`config.mk`:
```
export PLATFORM = sky130hd
export DESIGN_NAME = sysif_codec
export DESIGN_NICKNAME = d
export VERILOG_FILES = /design/src/sysif_lane_map.v /design/src/sysif_codec.v
export VERILOG_INCLUDE_DIRS = /design/src /design/src/src
export SDC_FILE = /design/constraint.sdc
export NUM_CORES = 1
export LEC_CHECK = 0
export BUFFER_PORTS_ARGS = -buffer_cell sky130_fd_sc_hd__buf_2
export CORE_AREA = 5 5 167 169
export CTS_CLUSTER_SIZE = 28
export DETAILED_ROUTE_END_ITERATION = 12
export DIE_AREA = 0 0 172 174
export PLACE_DENSITY = 0.75
export SLEW_MARGIN = 20
export SYNTH_ARGS = -nofsm -noshare
export SYNTH_HDL_FRONTEND = slang
export SYNTH_SLANG_ARGS = --single-unit
```
`constraint.sdc`:
```
create_clock -name core_clk -period 1.7 [get_ports core_clk]
set_input_delay 0.34 -clock core_clk [delete_from_list [all_inputs] [get_ports core_clk]]
set_output_delay 0.34 -clock core_clk [all_outputs]
set_load 0.05 [all_outputs]
```
`src/sysif_codec_defs.vh`:
```
// Constants for the system interface command/identifier codec.
// Assumes a single system bus clock; included by bare name from design files.
// How it works
// - External request seen two cycles after assertion
// - Release to slave after current cycle group
// - Take writes at once, error every read
// - Bit 8 low command, high identifier
// - Bits 7:5 read 0, write 2, null 3
// - Read bits 4:3 block 2, word 3
// - Block read size 0 two, 1 eight words
// - Partial read bits 1:0 valid bytes minus one
// - Write bits 4:3 block 2, word 3
// - Block write size, bit 2 retain line
// - Partial write bits 1:0 valid bytes minus one
// - Null with bits 4:3 zero releases interface
// - Id bit 7 last low, bit 6 response low
// - Id bit 5 error; incoming error forces bus error
// - Agent id bit 4 high skips checking
// - Own reserved bits undefined, never relied upon
// - Full 32-bit address on address cycles
// - Addresses aligned to access size; 8-word block reads to doubleword
// - Block write starts at block base, ascending
// - Byte lanes follow position in word
// - Lane table per size, endian mirrored
// - External read answered with error identifier
// - Low word first little endian, high big
`ifndef SYSIF_CODEC_DEFS_VH
`define SYSIF_CODEC_DEFS_VH
`define CMD_W 9
`define CMD_IS_ID 8
`define CMD_TYPE_HI 7
`define CMD_TYPE_LO 5
`define TYPE_READ 3'h0
`define TYPE_WRITE 3'h2
`define TYPE_NULL 3'h3
`define ATTR_BLOCK 2'h2
`define ATTR_WORD 2'h3
`define ATTR_RELEASE 2'h0
`define BSIZE_2W 2'h0
`define BSIZE_8W 2'h1
`define ID_LAST_N 7
`define ID_RESP_N 6
`define ID_ERR 5
`define ID_NOCHK 4
`define REQ_DETECT_CYC 2
`define ST_MASTER 2'h0
`define ST_SLAVE 2'h1
`define ST_RDRESP 2'h2
`endif

```
`src/sysif_lane_map.v`:
```
// Byte-lane enables for a partial-word transfer within one 32-bit lane group.
// Assumes inputs from the same clock domain; pure combinational.
`timescale 1ns/1ps
module sysif_lane_map (
  input wire [1:0] sizeCode, // Valid bytes minus one
  input wire [1:0] addrLow, // Address modulo 4
  input wire bigEndian, // High for big-endian lane order
  output reg [3:0] laneEn // Lane 0 is bits 7:0
);
  reg [3:0] leMask;
  always @*
  begin
    case (sizeCode)
      2'h0: leMask = 4'h1 << addrLow;
      2'h1: leMask = addrLow[1] ? 4'hC : 4'h3;
      2'h2: leMask = addrLow[0] ? 4'hE : 4'h7;
      default: leMask = 4'hF;
    endcase
    // Big-endian mirrors the little-endian lanes
    laneEn = bigEndian ? {leMask[0], leMask[1], leMask[2], leMask[3]} : leMask;
  end
endmodule

```
`src/sysif_codec.v`:
```
// Device end of the system interface: issues read/write requests, takes
// external writes and read responses, answers external reads with errors.
// Assumes the agent drives the shared lines only while this end is slave.
`timescale 1ns/1ps
`include "sysif_codec_defs.vh"
module sysif_codec #(
  parameter ADDR_W = 32, // Address/data bus width
  parameter DETECT_CYC = `REQ_DETECT_CYC // Cycles until external request seen
) (
  input wire core_clk, // System bus clock
  input wire nrst, // Synchronous reset, active low
  input wire reqStart, // Pulse: start a processor request
  input wire reqWrite, // High for write, low for read
  input wire reqBlock, // High for block transfer
  input wire reqEight, // Block of 8 words instead of 2
  input wire reqRetain, // Keep cache line on 8-word write
  input wire [1:0] reqSize, // Partial: valid bytes minus one
  input wire [31:0] reqAddr, // Request address
  input wire [63:0] wrData, // Next doubleword to write
  input wire bigEndian, // Big-endian word order and lanes
  input wire agentReq_n, // External request, active low pin
  input wire agent_valid_n, // Agent cycle valid, active low pin
  input wire [8:0] cmdIn, // command_id_bus input
  input wire [31:0] adIn, // addr_data_bus input
  output reg [8:0] cmdOut_r, // command_id_bus output
  output reg [8:0] cmdOe_r, // High while this end drives command bus
  output reg [31:0] adOut_r, // addr_data_bus output
  output reg [31:0] adOe_r, // High while this end drives data bus
  output reg busy_r, // Processor request in progress
  output reg wrDataTake_r, // Pulse: wrData doubleword consumed
  output reg slave_r, // Interface released to agent
  output reg rdValid_r, // Pulse: read response word captured
  output reg [31:0] rdWord_r, // Captured response word
  output reg [3:0] rdLanes_r, // Valid byte lanes of rdWord_r
  output reg rdLast_r, // Response word was the last one
  output reg busError_r, // Pulse: erroneous response data
  output reg checkSkip_r, // Agent asked to skip checking
  output reg extWrValid_r, // Pulse: external write taken
  output reg [31:0] extWrAddr_r, // Address of external write
  output reg [31:0] extWrData_r // Data of external write
);
  localparam CNT_W = 4;
  ////////////////////////////////////////////////////////////////
  // Pin synchronisers
  reg [DETECT_CYC-1:0] ereqSync;
  reg validMeta, validSync;
  reg [8:0] cmdMeta, cmdSync;
  reg [31:0] adMeta, adSync;
  always @(posedge core_clk)
  begin
    if (!nrst)
    begin
      ereqSync <= {DETECT_CYC{1'b1}};
      validMeta <= 1'b1;
      validSync <= 1'b1;
      cmdMeta <= 9'h000;
      cmdSync <= 9'h000;
      adMeta <= 32'h0000_0000;
      adSync <= 32'h0000_0000;
    end
    else
    begin
      // Request counts as detected after this many flops
      ereqSync <= {ereqSync[DETECT_CYC-2:0], agentReq_n};
      validMeta <= agent_valid_n;
      validSync <= validMeta;
      cmdMeta <= cmdIn;
      cmdSync <= cmdMeta;
      adMeta <= adIn;
      adSync <= adMeta;
    end
  end
  wire extReq = ~ereqSync[DETECT_CYC-1];
  wire inValid = ~validSync;
  wire isId = cmdSync[`CMD_IS_ID];
  wire [2:0] inType = cmdSync[`CMD_TYPE_HI:`CMD_TYPE_LO];
  wire [1:0] inAttr = cmdSync[4:3];
  ////////////////////////////////////////////////////////////////
  // Lane decode for partial transfers
  wire [3:0] laneEn;
  reg curWrite, curBlock;
  reg [1:0] curSize;
  reg [31:0] curAddr;
  sysif_lane_map u_lanes (
    .sizeCode(curSize),
    .addrLow(curAddr[1:0]),
    .bigEndian(bigEndian),
    .laneEn(laneEn)
  );
  ////////////////////////////////////////////////////////////////
  // Request sequencing
  reg [1:0] state_r, state_nxt;
  reg [CNT_W-1:0] cnt_r, cnt_nxt;
  reg [CNT_W-1:0] words_r, words_nxt;
  reg [63:0] dwHold;
  reg rdPend;
  reg extRdErr; // External read owes an error identifier
  reg [31:0] alignAddr;
  always @*
  begin
    // Block to 8 bytes, full word to 4, halfword to 2, others unchanged
    if (reqBlock)
      alignAddr = {reqAddr[31:3], 3'h0};
    else if (reqSize == 2'h3)
      alignAddr = {reqAddr[31:2], 2'h0};
    else if (reqSize == 2'h1)
      alignAddr = {reqAddr[31:1], 1'b0};
    else
      alignAddr = reqAddr;
  end
  wire [8:0] newCmd = {1'b0, reqWrite ? `TYPE_WRITE : `TYPE_READ,
    reqBlock ? `ATTR_BLOCK : `ATTR_WORD,
    reqBlock & reqWrite & reqEight & reqRetain,
    reqBlock ? (reqEight ? `BSIZE_8W : `BSIZE_2W) : reqSize};
  // Write blocks start at the block base; reads at the addressed doubleword
  wire [31:0] blockBase = reqEight ? {reqAddr[31:5], 5'h00} : {reqAddr[31:3], 3'h0};
  wire [31:0] issueAddr = (reqBlock & reqWrite) ? blockBase : alignAddr;
  // First word of a doubleword: low in little endian, high in big
  wire firstHalf = ~cnt_r[0];
  wire [31:0] dwWord = (firstHalf ^ bigEndian) ? dwHold[31:0] : dwHold[63:32];
  wire lastWr = (cnt_r == words_r - 4'h1);
  always @*
  begin
    state_nxt = state_r;
    cnt_nxt = cnt_r;
    words_nxt = words_r;
    case (state_r)
      `ST_MASTER:
      begin
        // Release here only between requests; a pending read releases from ST_RDRESP
        if (extReq && !busy_r)
          state_nxt = `ST_SLAVE;
        else if (busy_r && curWrite && lastWr)
          cnt_nxt = 4'h0;
        else if (busy_r && curWrite)
          cnt_nxt = cnt_r + 4'h1;
        else if (busy_r && !curWrite)
          state_nxt = `ST_RDRESP;
      end
      `ST_SLAVE:
      begin
        if (inValid && !isId && inType == `TYPE_NULL && inAttr == `ATTR_RELEASE)
          state_nxt = rdPend ? `ST_RDRESP : `ST_MASTER;
      end
      `ST_RDRESP:
      begin
        if (extReq)
          state_nxt = `ST_SLAVE;
        else if (inValid && isId && !cmdSync[`ID_LAST_N])
          state_nxt = `ST_MASTER;
      end
      default: state_nxt = `ST_MASTER;
    endcase
  end
  ////////////////////////////////////////////////////////////////
  // Registered outputs and datapath
  always @(posedge core_clk)
  begin
    if (!nrst)
    begin
      state_r <= `ST_MASTER;
      cnt_r <= 4'h0;
      words_r <= 4'h0;
      curWrite <= 1'b0;
      curBlock <= 1'b0;
      curSize <= 2'h0;
      curAddr <= 32'h0000_0000;
      dwHold <= 64'h0000_0000_0000_0000;
      rdPend <= 1'b0;
      extRdErr <= 1'b0;
      cmdOut_r <= 9'h000;
      cmdOe_r <= 9'h000;
      adOut_r <= 32'h0000_0000;
      adOe_r <= 32'h0000_0000;
      busy_r <= 1'b0;
      wrDataTake_r <= 1'b0;
      slave_r <= 1'b0;
      rdValid_r <= 1'b0;
      rdWord_r <= 32'h0000_0000;
      rdLanes_r <= 4'h0;
      rdLast_r <= 1'b0;
      busError_r <= 1'b0;
      checkSkip_r <= 1'b0;
      extWrValid_r <= 1'b0;
      extWrAddr_r <= 32'h0000_0000;
      extWrData_r <= 32'h0000_0000;
    end
    else
    begin
      state_r <= state_nxt;
      cnt_r <= cnt_nxt;
      words_r <= words_nxt;
      slave_r <= (state_nxt == `ST_SLAVE);
      wrDataTake_r <= 1'b0;
      rdValid_r <= 1'b0;
      busError_r <= 1'b0;
      extWrValid_r <= 1'b0;
      cmdOe_r <= 9'h000;
      adOe_r <= 32'h0000_0000;
      if (state_r == `ST_MASTER && state_nxt == `ST_MASTER && extRdErr)
      begin
        // Error identifier for an external read, data undefined
        cmdOut_r <= {1'b1, 1'b0, 1'b0, 1'b1, 5'h00};
        cmdOe_r <= 9'h1FF;
        adOut_r <= 32'h0000_0000;
        adOe_r <= 32'hFFFF_FFFF;
        extRdErr <= 1'b0;
      end
      else if (state_r == `ST_MASTER && state_nxt == `ST_MASTER && !busy_r && reqStart)
      begin
        // Address cycle: full address; reserved fields left zero
        busy_r <= 1'b1;
        curWrite <= reqWrite;
        curBlock <= reqBlock;
        curSize <= reqSize;
        curAddr <= issueAddr;
        cmdOut_r <= newCmd;
        cmdOe_r <= 9'h1FF;
        adOut_r <= issueAddr;
        adOe_r <= 32'hFFFF_FFFF;
        cnt_r <= 4'h0;
        words_r <= reqBlock ? (reqEight ? 4'h8 : 4'h2) : 4'h1;
        dwHold <= wrData;
        wrDataTake_r <= reqWrite;
        rdPend <= ~reqWrite;
      end
      else if (state_r == `ST_MASTER && busy_r && curWrite && state_nxt == `ST_MASTER)
      begin
        // Data cycles run ascending from block start
        cmdOut_r <= {1'b1, ~lastWr, 1'b1, 1'b0, 5'h00};
        cmdOe_r <= 9'h1FF;
        adOut_r <= curBlock ? dwWord : dwHold[31:0];
        adOe_r <= 32'hFFFF_FFFF;
        if (curBlock && cnt_r[0] && !lastWr)
        begin
          dwHold <= wrData;
          wrDataTake_r <= 1'b1;
        end
        if (lastWr)
          busy_r <= 1'b0;
      end
      if (state_r == `ST_RDRESP && inValid && isId)
      begin
        // Response words; reserved ids ignored
        rdValid_r <= 1'b1;
        rdWord_r <= adSync;
        rdLanes_r <= curBlock ? 4'hF : laneEn;
        rdLast_r <= ~cmdSync[`ID_LAST_N];
        busError_r <= cmdSync[`ID_ERR];
        checkSkip_r <= cmdSync[`ID_NOCHK];
        if (!cmdSync[`ID_LAST_N])
        begin
          busy_r <= 1'b0;
          rdPend <= 1'b0;
        end
      end
      if (state_r == `ST_SLAVE && inValid && !isId && inType == `TYPE_WRITE)
      begin
        extWrAddr_r <= adSync;
      end
      if (state_r == `ST_SLAVE && inValid && isId && cmdSync[`ID_RESP_N])
      begin
        // External write data is taken at once
        extWrValid_r <= 1'b1;
        extWrData_r <= adSync;
        checkSkip_r <= cmdSync[`ID_NOCHK];
        busError_r <= cmdSync[`ID_ERR];
      end
      if (state_r == `ST_SLAVE && inValid && !isId && inType == `TYPE_READ)
        extRdErr <= 1'b1;
    end
  end
endmodule

```
Word level (Yosys, flattened, before mapping)
Index checks and enable logic that the tools add are counted.
{"block": "classes", "n_addsub": 2, "eq_ne": 10, "shifts": 1, "n_mux": 68, "bitwise": 12, "n_reduce_logical": 44}
{"operator": "$mux 32", "count": 7}
{"operator": "$mux 64", "count": 3}
{"operator": "$mux 9", "count": 6}
{"operator": "$mux 4", "count": 12}
{"operator": "$logic_and 1x1->1", "count": 26}
{"operator": "$mux 1", "count": 24}
{"operator": "$mux 2", "count": 11}
{"operator": "$pmux 4 s3", "count": 1}
{"operator": "$mux 5", "count": 2}
{"operator": "$eq 2x1->1 const B", "count": 4}
{"operator": "$logic_not 2->1", "count": 4}
{"operator": "$not 1->1", "count": 8}
{"operator": "$reduce_bool 2->1", "count": 4}
{"operator": "$eq 2x2->1 const B", "count": 3}
{"operator": "$eq 3x2->1 const B", "count": 2}
{"operator": "$pmux 2 s3", "count": 1}
{"operator": "$logic_not 1->1", "count": 5}
{"operator": "$add 4x1->4 const B", "count": 1}
{"operator": "$eq 4x4->1", "count": 1}
{"operator": "$shl 1x2->4 const A", "count": 1}
{"operator": "$sub 4x1->4 const B", "count": 1}
{"operator": "$and 1x1->1", "count": 3}
{"operator": "$logic_not 3->1", "count": 1}
{"operator": "$mux 3", "count": 1}
{"operator": "5 further kinds", "count": 5}
{"block": "word_totals", "ff_bits": 358, "inputBits": 149, "output_inout_bits": 190, "elab_cells": 171}

Longest topological paths before layout
{"block": "logic_depth", "ltp_word": 15, "ltp_mapped": 9, "depth_no_buf": 7}

By module
A second synthesis with hierarchy kept.
{"block": "hier_totals", "cells_unflattened": 1328, "area_unflattened_um2": 12172.9}
{"module": "sysif_codec", "n_inst": 1, "cells_each": 1315, "area_per_inst_um2": 12065.3, "seq_area_each_um2": 6226.0}
{"module": "sysif_lane_map", "n_inst": 1, "cells_each": 13, "area_per_inst_um2": 107.6, "seq_area_each_um2": 0.0}

Worst setup path before layout
No wires, ideal clock.
{"block": "synth_timing", "kind": "register to register", "startpoint": "reg busy_r", "endpoint": "reg dwHold[10]", "setup_ns": 0.072, "arrival_ns": 1.898, "required_time_ns": 1.628, "path_slack_ns": -0.270, "stages_incl_launch_ff": 8, "path_buffers": 2, "synth_period_minus_slack_ns": 1.970, "path_cell_list": "dfxtp_1 nor2b_1 o211ai_2 nand4_1 o21ai_2 buf_12 buf_12 mux2i_1"}
{"block": "synth_via", "elab_chain_len": 12, "word_cells_on_any_way": 23, "classes_between": "6 x mux; 1 x bitwise; 16 x reduce/logical"}
{"item": "start: declaration", "line_no": "sysif_codec.v:29", "rtl": "output reg busy_r,"}
{"item": "start signal: assignment", "line_no": "sysif_codec.v:175", "rtl": "busy_r <= 1'b0;"}
{"item": "start signal: assignment", "line_no": "sysif_codec.v:212", "rtl": "busy_r <= 1'b1;"}
{"item": "start signal: assignment", "line_no": "sysif_codec.v:240", "rtl": "busy_r <= 1'b0;"}
{"item": "$logic_and 1x1->1", "line_no": "sysif_codec.v:137", "rtl": "else if (busy_r && !curWrite)"}
{"item": "$mux 2", "line_no": "sysif_codec.v:137"}
{"item": "$mux 2", "line_no": "sysif_codec.v:135", "rtl": "else if (busy_r && curWrite)"}
{"item": "$mux 2", "line_no": "sysif_codec.v:133", "rtl": "else if (busy_r && curWrite && lastWr)"}
{"item": "$mux 2", "line_no": "sysif_codec.v:131", "rtl": "if (extReq && !busy_r)"}
{"item": "$pmux 2 s3", "line_no": "sysif_codec.v:127", "rtl": "case (state_r)"}
{"item": "$logic_not 2->1 (no source line)"}
{"item": "$logic_and 1x1->1 (no source line)"}
{"item": "$logic_and 1x1->1 (2 in series)", "line_no": "sysif_codec.v:209", "rtl": "else if (state_r == `ST_MASTER && state_nxt == `ST_MASTER && !busy_r && reqStart)"}
{"item": "$reduce_bool 2->1 (no source line)"}
{"item": "$reduce_and 3->1 (no source line)"}
{"item": "end signal: assignment", "line_no": "sysif_codec.v:223", "rtl": "dwHold <= wrData;"}
{"item": "end signal: assignment", "line_no": "sysif_codec.v:236", "rtl": "dwHold <= wrData;"}
{"item": "end: declaration", "line_no": "sysif_codec.v:95", "rtl": "reg [63:0] dwHold;"}
Several ways; a longest one is shown, not always the timed one.
A chain may end at the register's enable or synchronous reset.

Final worst setup path
{"block": "layout_timing", "startpoint": "reg busy_r", "endpoint": "reg dwHold[19]"}
The elaborated chain is that of the path after synthesis.

==> flow_summary_export.csv <==
group,metric,value,unit
global_route,grt_first_pass_wirelength,51030,um
floorplan,die_w,172,um
sta,setup_ws,-101.5,ps
power,powerDensity,1149,nW/um2
power,switching_power,4.814,mW
setup_path,worst-endpoint-arrival,2220,ps
hold_path,holdPathEnd,"cmdMeta[8]",
floorplan,fp.dieArea,29930,um2
setup_path,crit_path_frequent_cell,"buf_12",
setup_path,cp_top_family,"buffers and inverters",
drt,vias,10084,
drt,wl,33630,um
setup_path,worstSetupEndpointType,"register",
cells_and_area,fillCellCount,2229,
global_route,grtUsageTotal,20.73,%
sta,clock_skew,26.59,ps
cells_and_area,mostFrequentLayoutCells,"nand2_1, dfxtp_1, buf_2",
yosys,synth_edf_count,0,
setup_path,worst-setup-path-type,"reg -> reg",
cells_and_area,fin_nets,1769,
yosys,ys_async_sr_fraction,0,%
setup_path,r2r_end,"dwHold[19]",
power,p_int,13.51,mW
status,outcome,"finished, violations left",
placement,dpl.cell_count,1904,
drt,routedWlPerCell,16.90,um
floorplan,start_util,45.55,%
cts,clkSlewWorstSetupHoldPaths,60,ps
setup_path,worstPathMaxFanout,13,
cts,numCtsBuffers,34,
floorplan,core_area,26430,um2
sta,fmax,555.1,MHz
setup_path,required,2120,ps
setup_path,r2r-start,"busy_r",
setup_path,crit_chain,"buf_4, and4bb_2, nand4_1, o21ai_4, buf_12, buf_12, mux2i_1",
sta,relSlewSlack,59.20,%
placement,dpl_cell_area,14080,um2
sta,finalCritPeriodShare,106.0,%
power,pwr-share-comb,15.7,%
floorplan,num_rows,60,
setup_path,r2r_slack,-100,ps
drt,ant_nets,0,
cts,clock-sinks,311,
sta,worst_pin_slew,612.1,ps
sta,hold_viol,0,
drt,vias_per_cell,5.067,
drt,drc,0,
power,pwr-share-clk,41.5,%
job,maxCapViolCount,0,
yosys,netlist_area,12040,um2
cts,cts-htree-levels,2,
cts,root_buffer,"clkbuf_16",
yosys,synthFlopType,"dfxtp_1",
yosys,syn_avg_cell_area,9.252,um2
status,violations,"negative setup slack",
setup_path,cp_slowest_stage_delay,360,ps
setup_path,slowest_stage,"dfxtp_4",
power,finalPower,18.33,mW
hold_path,worstHoldStart,"cmdIn[8]",
setup_path,path_buf_inv,3,
global_route,gr-total-overflow,0,
yosys,syn_nets,1452,
cells_and_area,areaGrowthSynthToFinish,32.53,%
cts,clockBufferDepth,3,
placement,post-dp-hpwl,22120,um
power,leakage,6.917,nW
sta,slew_violations,0,
yosys,synth_warnings,0,
drt,drt_iter0_drc,550,
power,switching_share,26.26,%
yosys,ys_types,50,
drt,firstDrtPassIters,5,
power,pwr-share-seq,42.8,%
placement,gp_congestion,0.8344,
global_route,grt_pass1_vias,9812,
cts,insertion_delay,520,ps
placement,place_ws,-99.09,ps
cells_and_area,final_area,15950,um2
placement,io_buffers,335,
sta,finalCriticalPeriod,1801,ps
floorplan,io_pins,339,
sta,setup_viol,66,
hold_path,hp-class,"in -> reg",
power,ir_worst_vdd,0.8627,mV
yosys,ys_seq_area_share,51.73,%
cells_and_area,drive_gt1_share,33.70,%
global_route,grt_max_degree,66,
cells_and_area,final_cell_count_no_fill,1990,
global_route,antenna_found_initial,7,
sta,rsz0062_at_grt,"yes",
yosys,synth-seq-cells,311,
cts,cts_tree,"done",
setup_path,worst_setup_path_start_kind,"register",
setup_path,r2r_cells,7,
floorplan,fp.dieH,174,um
hold_path,whs_path_depth,2,
cells_and_area,final_common_cell,"nand2_1",
yosys,syn_inst,1301,
==> layout make-up <==
cell class / instances / area, um2 / share of cell area (%)
diodes: 5 / 12.51 / 0.07844
clock buffers: 50 / 1023 / 6.416
clock inverters: 12 / 160.2 / 1.004
inverters: 8 / 30.03 / 0.1883
multi-input cells: 851 / 5226 / 32.76
flip-flops and latches: 311 / 6237 / 39.10
well taps: 341 / 426.7 / 2.675
repair buffers: 412 / 2835 / 17.77
==> power groups by stage <==
stage	Combinational [mW]	Clock, mW	Sequential, mW
after global placement	2.41	0	7.98
after floorplan	1.56	0	8.25
after CTS	2.63	7.78	7.83
after detailed placement	2.45	0	7.99
final	2.87	7.62	7.84
after global routing	3.04	8.10	7.88
==> how the worst max path moves through the flow <==
stage / slack, ps / end / cells after the start / from
after floorplan: 20 / dwHold[10] / 7 / busy_r
after global placement: -60 / dwHold[52] / 9 / words_nxt[1]
after detailed placement: -100 / dwHold[39] / 9 / words_nxt[1]
after CTS: -90 / adOut_r[18] / 8 / busy_r
after global routing: -190 / dwHold[63] / 9 / words_nxt[1]
final: -100 / dwHold[19] / 7 / busy_r
==> stage by stage <==
| step | hold WS (ps) | setup TNS [ps] | util (%) |
|---|---|---|---|
| global route | 16.20 | -8586 | 60.36 |
| global placement | 399.5 | -2808 | 53.30 |
| floorplan | 386.3 | 0 | - |
| CTS | 7.908 | -2245 | 58.68 |
| finish | 31.82 | -2354 | 60.36 |
| detailed placement | 395.2 | -4122 | 53.30 |
==> synthesized netlist by cell type, drive strengths merged, types with 8 or more instances <==
library cell | n | area share, %
buf | 76 | 4.9
dfxtp | 311 | 52
nand2 | 368 | 11
inv | 8 | 0.25
nor2b | 13 | 0.68
mux2 | 31 | 2.9
clkbuf | 55 | 1.7
a21oi | 45 | 1.9
nor2 | 23 | 0.72
o21ai | 18 | 0.78
mux2i | 74 | 6.2
and2 | 87 | 4.5
a22oi | 30 | 1.9
a21boi | 98 | 6.1
nand3 | 10 | 0.42
==> layer usage <==
metal / vias up / track usage, % / part of all wire [%]
li1: 4877 / - / -
met1: 4737 / 25.58 / 40
met2: 385 / 34.71 / 48
met3: 79 / 6.527 / 9.2
met4: 6 / 5.994 / 3.1
met5: - / 0 / 0.14
==> cells by family after synthesis <==
family | after synthesis | share of synthesized area (%)
and+or+nand+nor | 530 | 19.93
DFF | 311 | 51.73
AOI/OAI and AO/OA | 208 | 11.77
buffers and inverters | 139 | 6.881
muxes | 105 | 9.054
xor gates and xnor gates | 6 | 0.4366
adders and majority gates | 2 | 0.2079
==> repair_timing <==
| item | 4_1_cts | 5_1_grt |
|---|---|---|
| pin swaps | 3 | 27 |
| buffers inserted | 6 | 7 |
| setup endpoints to repair | 108 | 163 |
| endpoints found under the hold margin | 2 | 0 |
| resized for setup | 47 | 76 |
| cloned | 1 | 5 |
| hold buffers | 2 | 0 |
==> sequential cells by signal, summed over array words and instances (netlist names), 4 cells and up <==
name / flops
adMeta: 32
extWrData_r: 32
rdLanes_r: 4
adOut_r: 32
extWrAddr_r: 32
cmdOut_r: 9
adSync: 32
rdWord_r: 32
dwHold: 64
cnt_r: 4
cmdSync: 6
cmdMeta: 6
No activity file was read; power rests on OpenSTA's default activity.
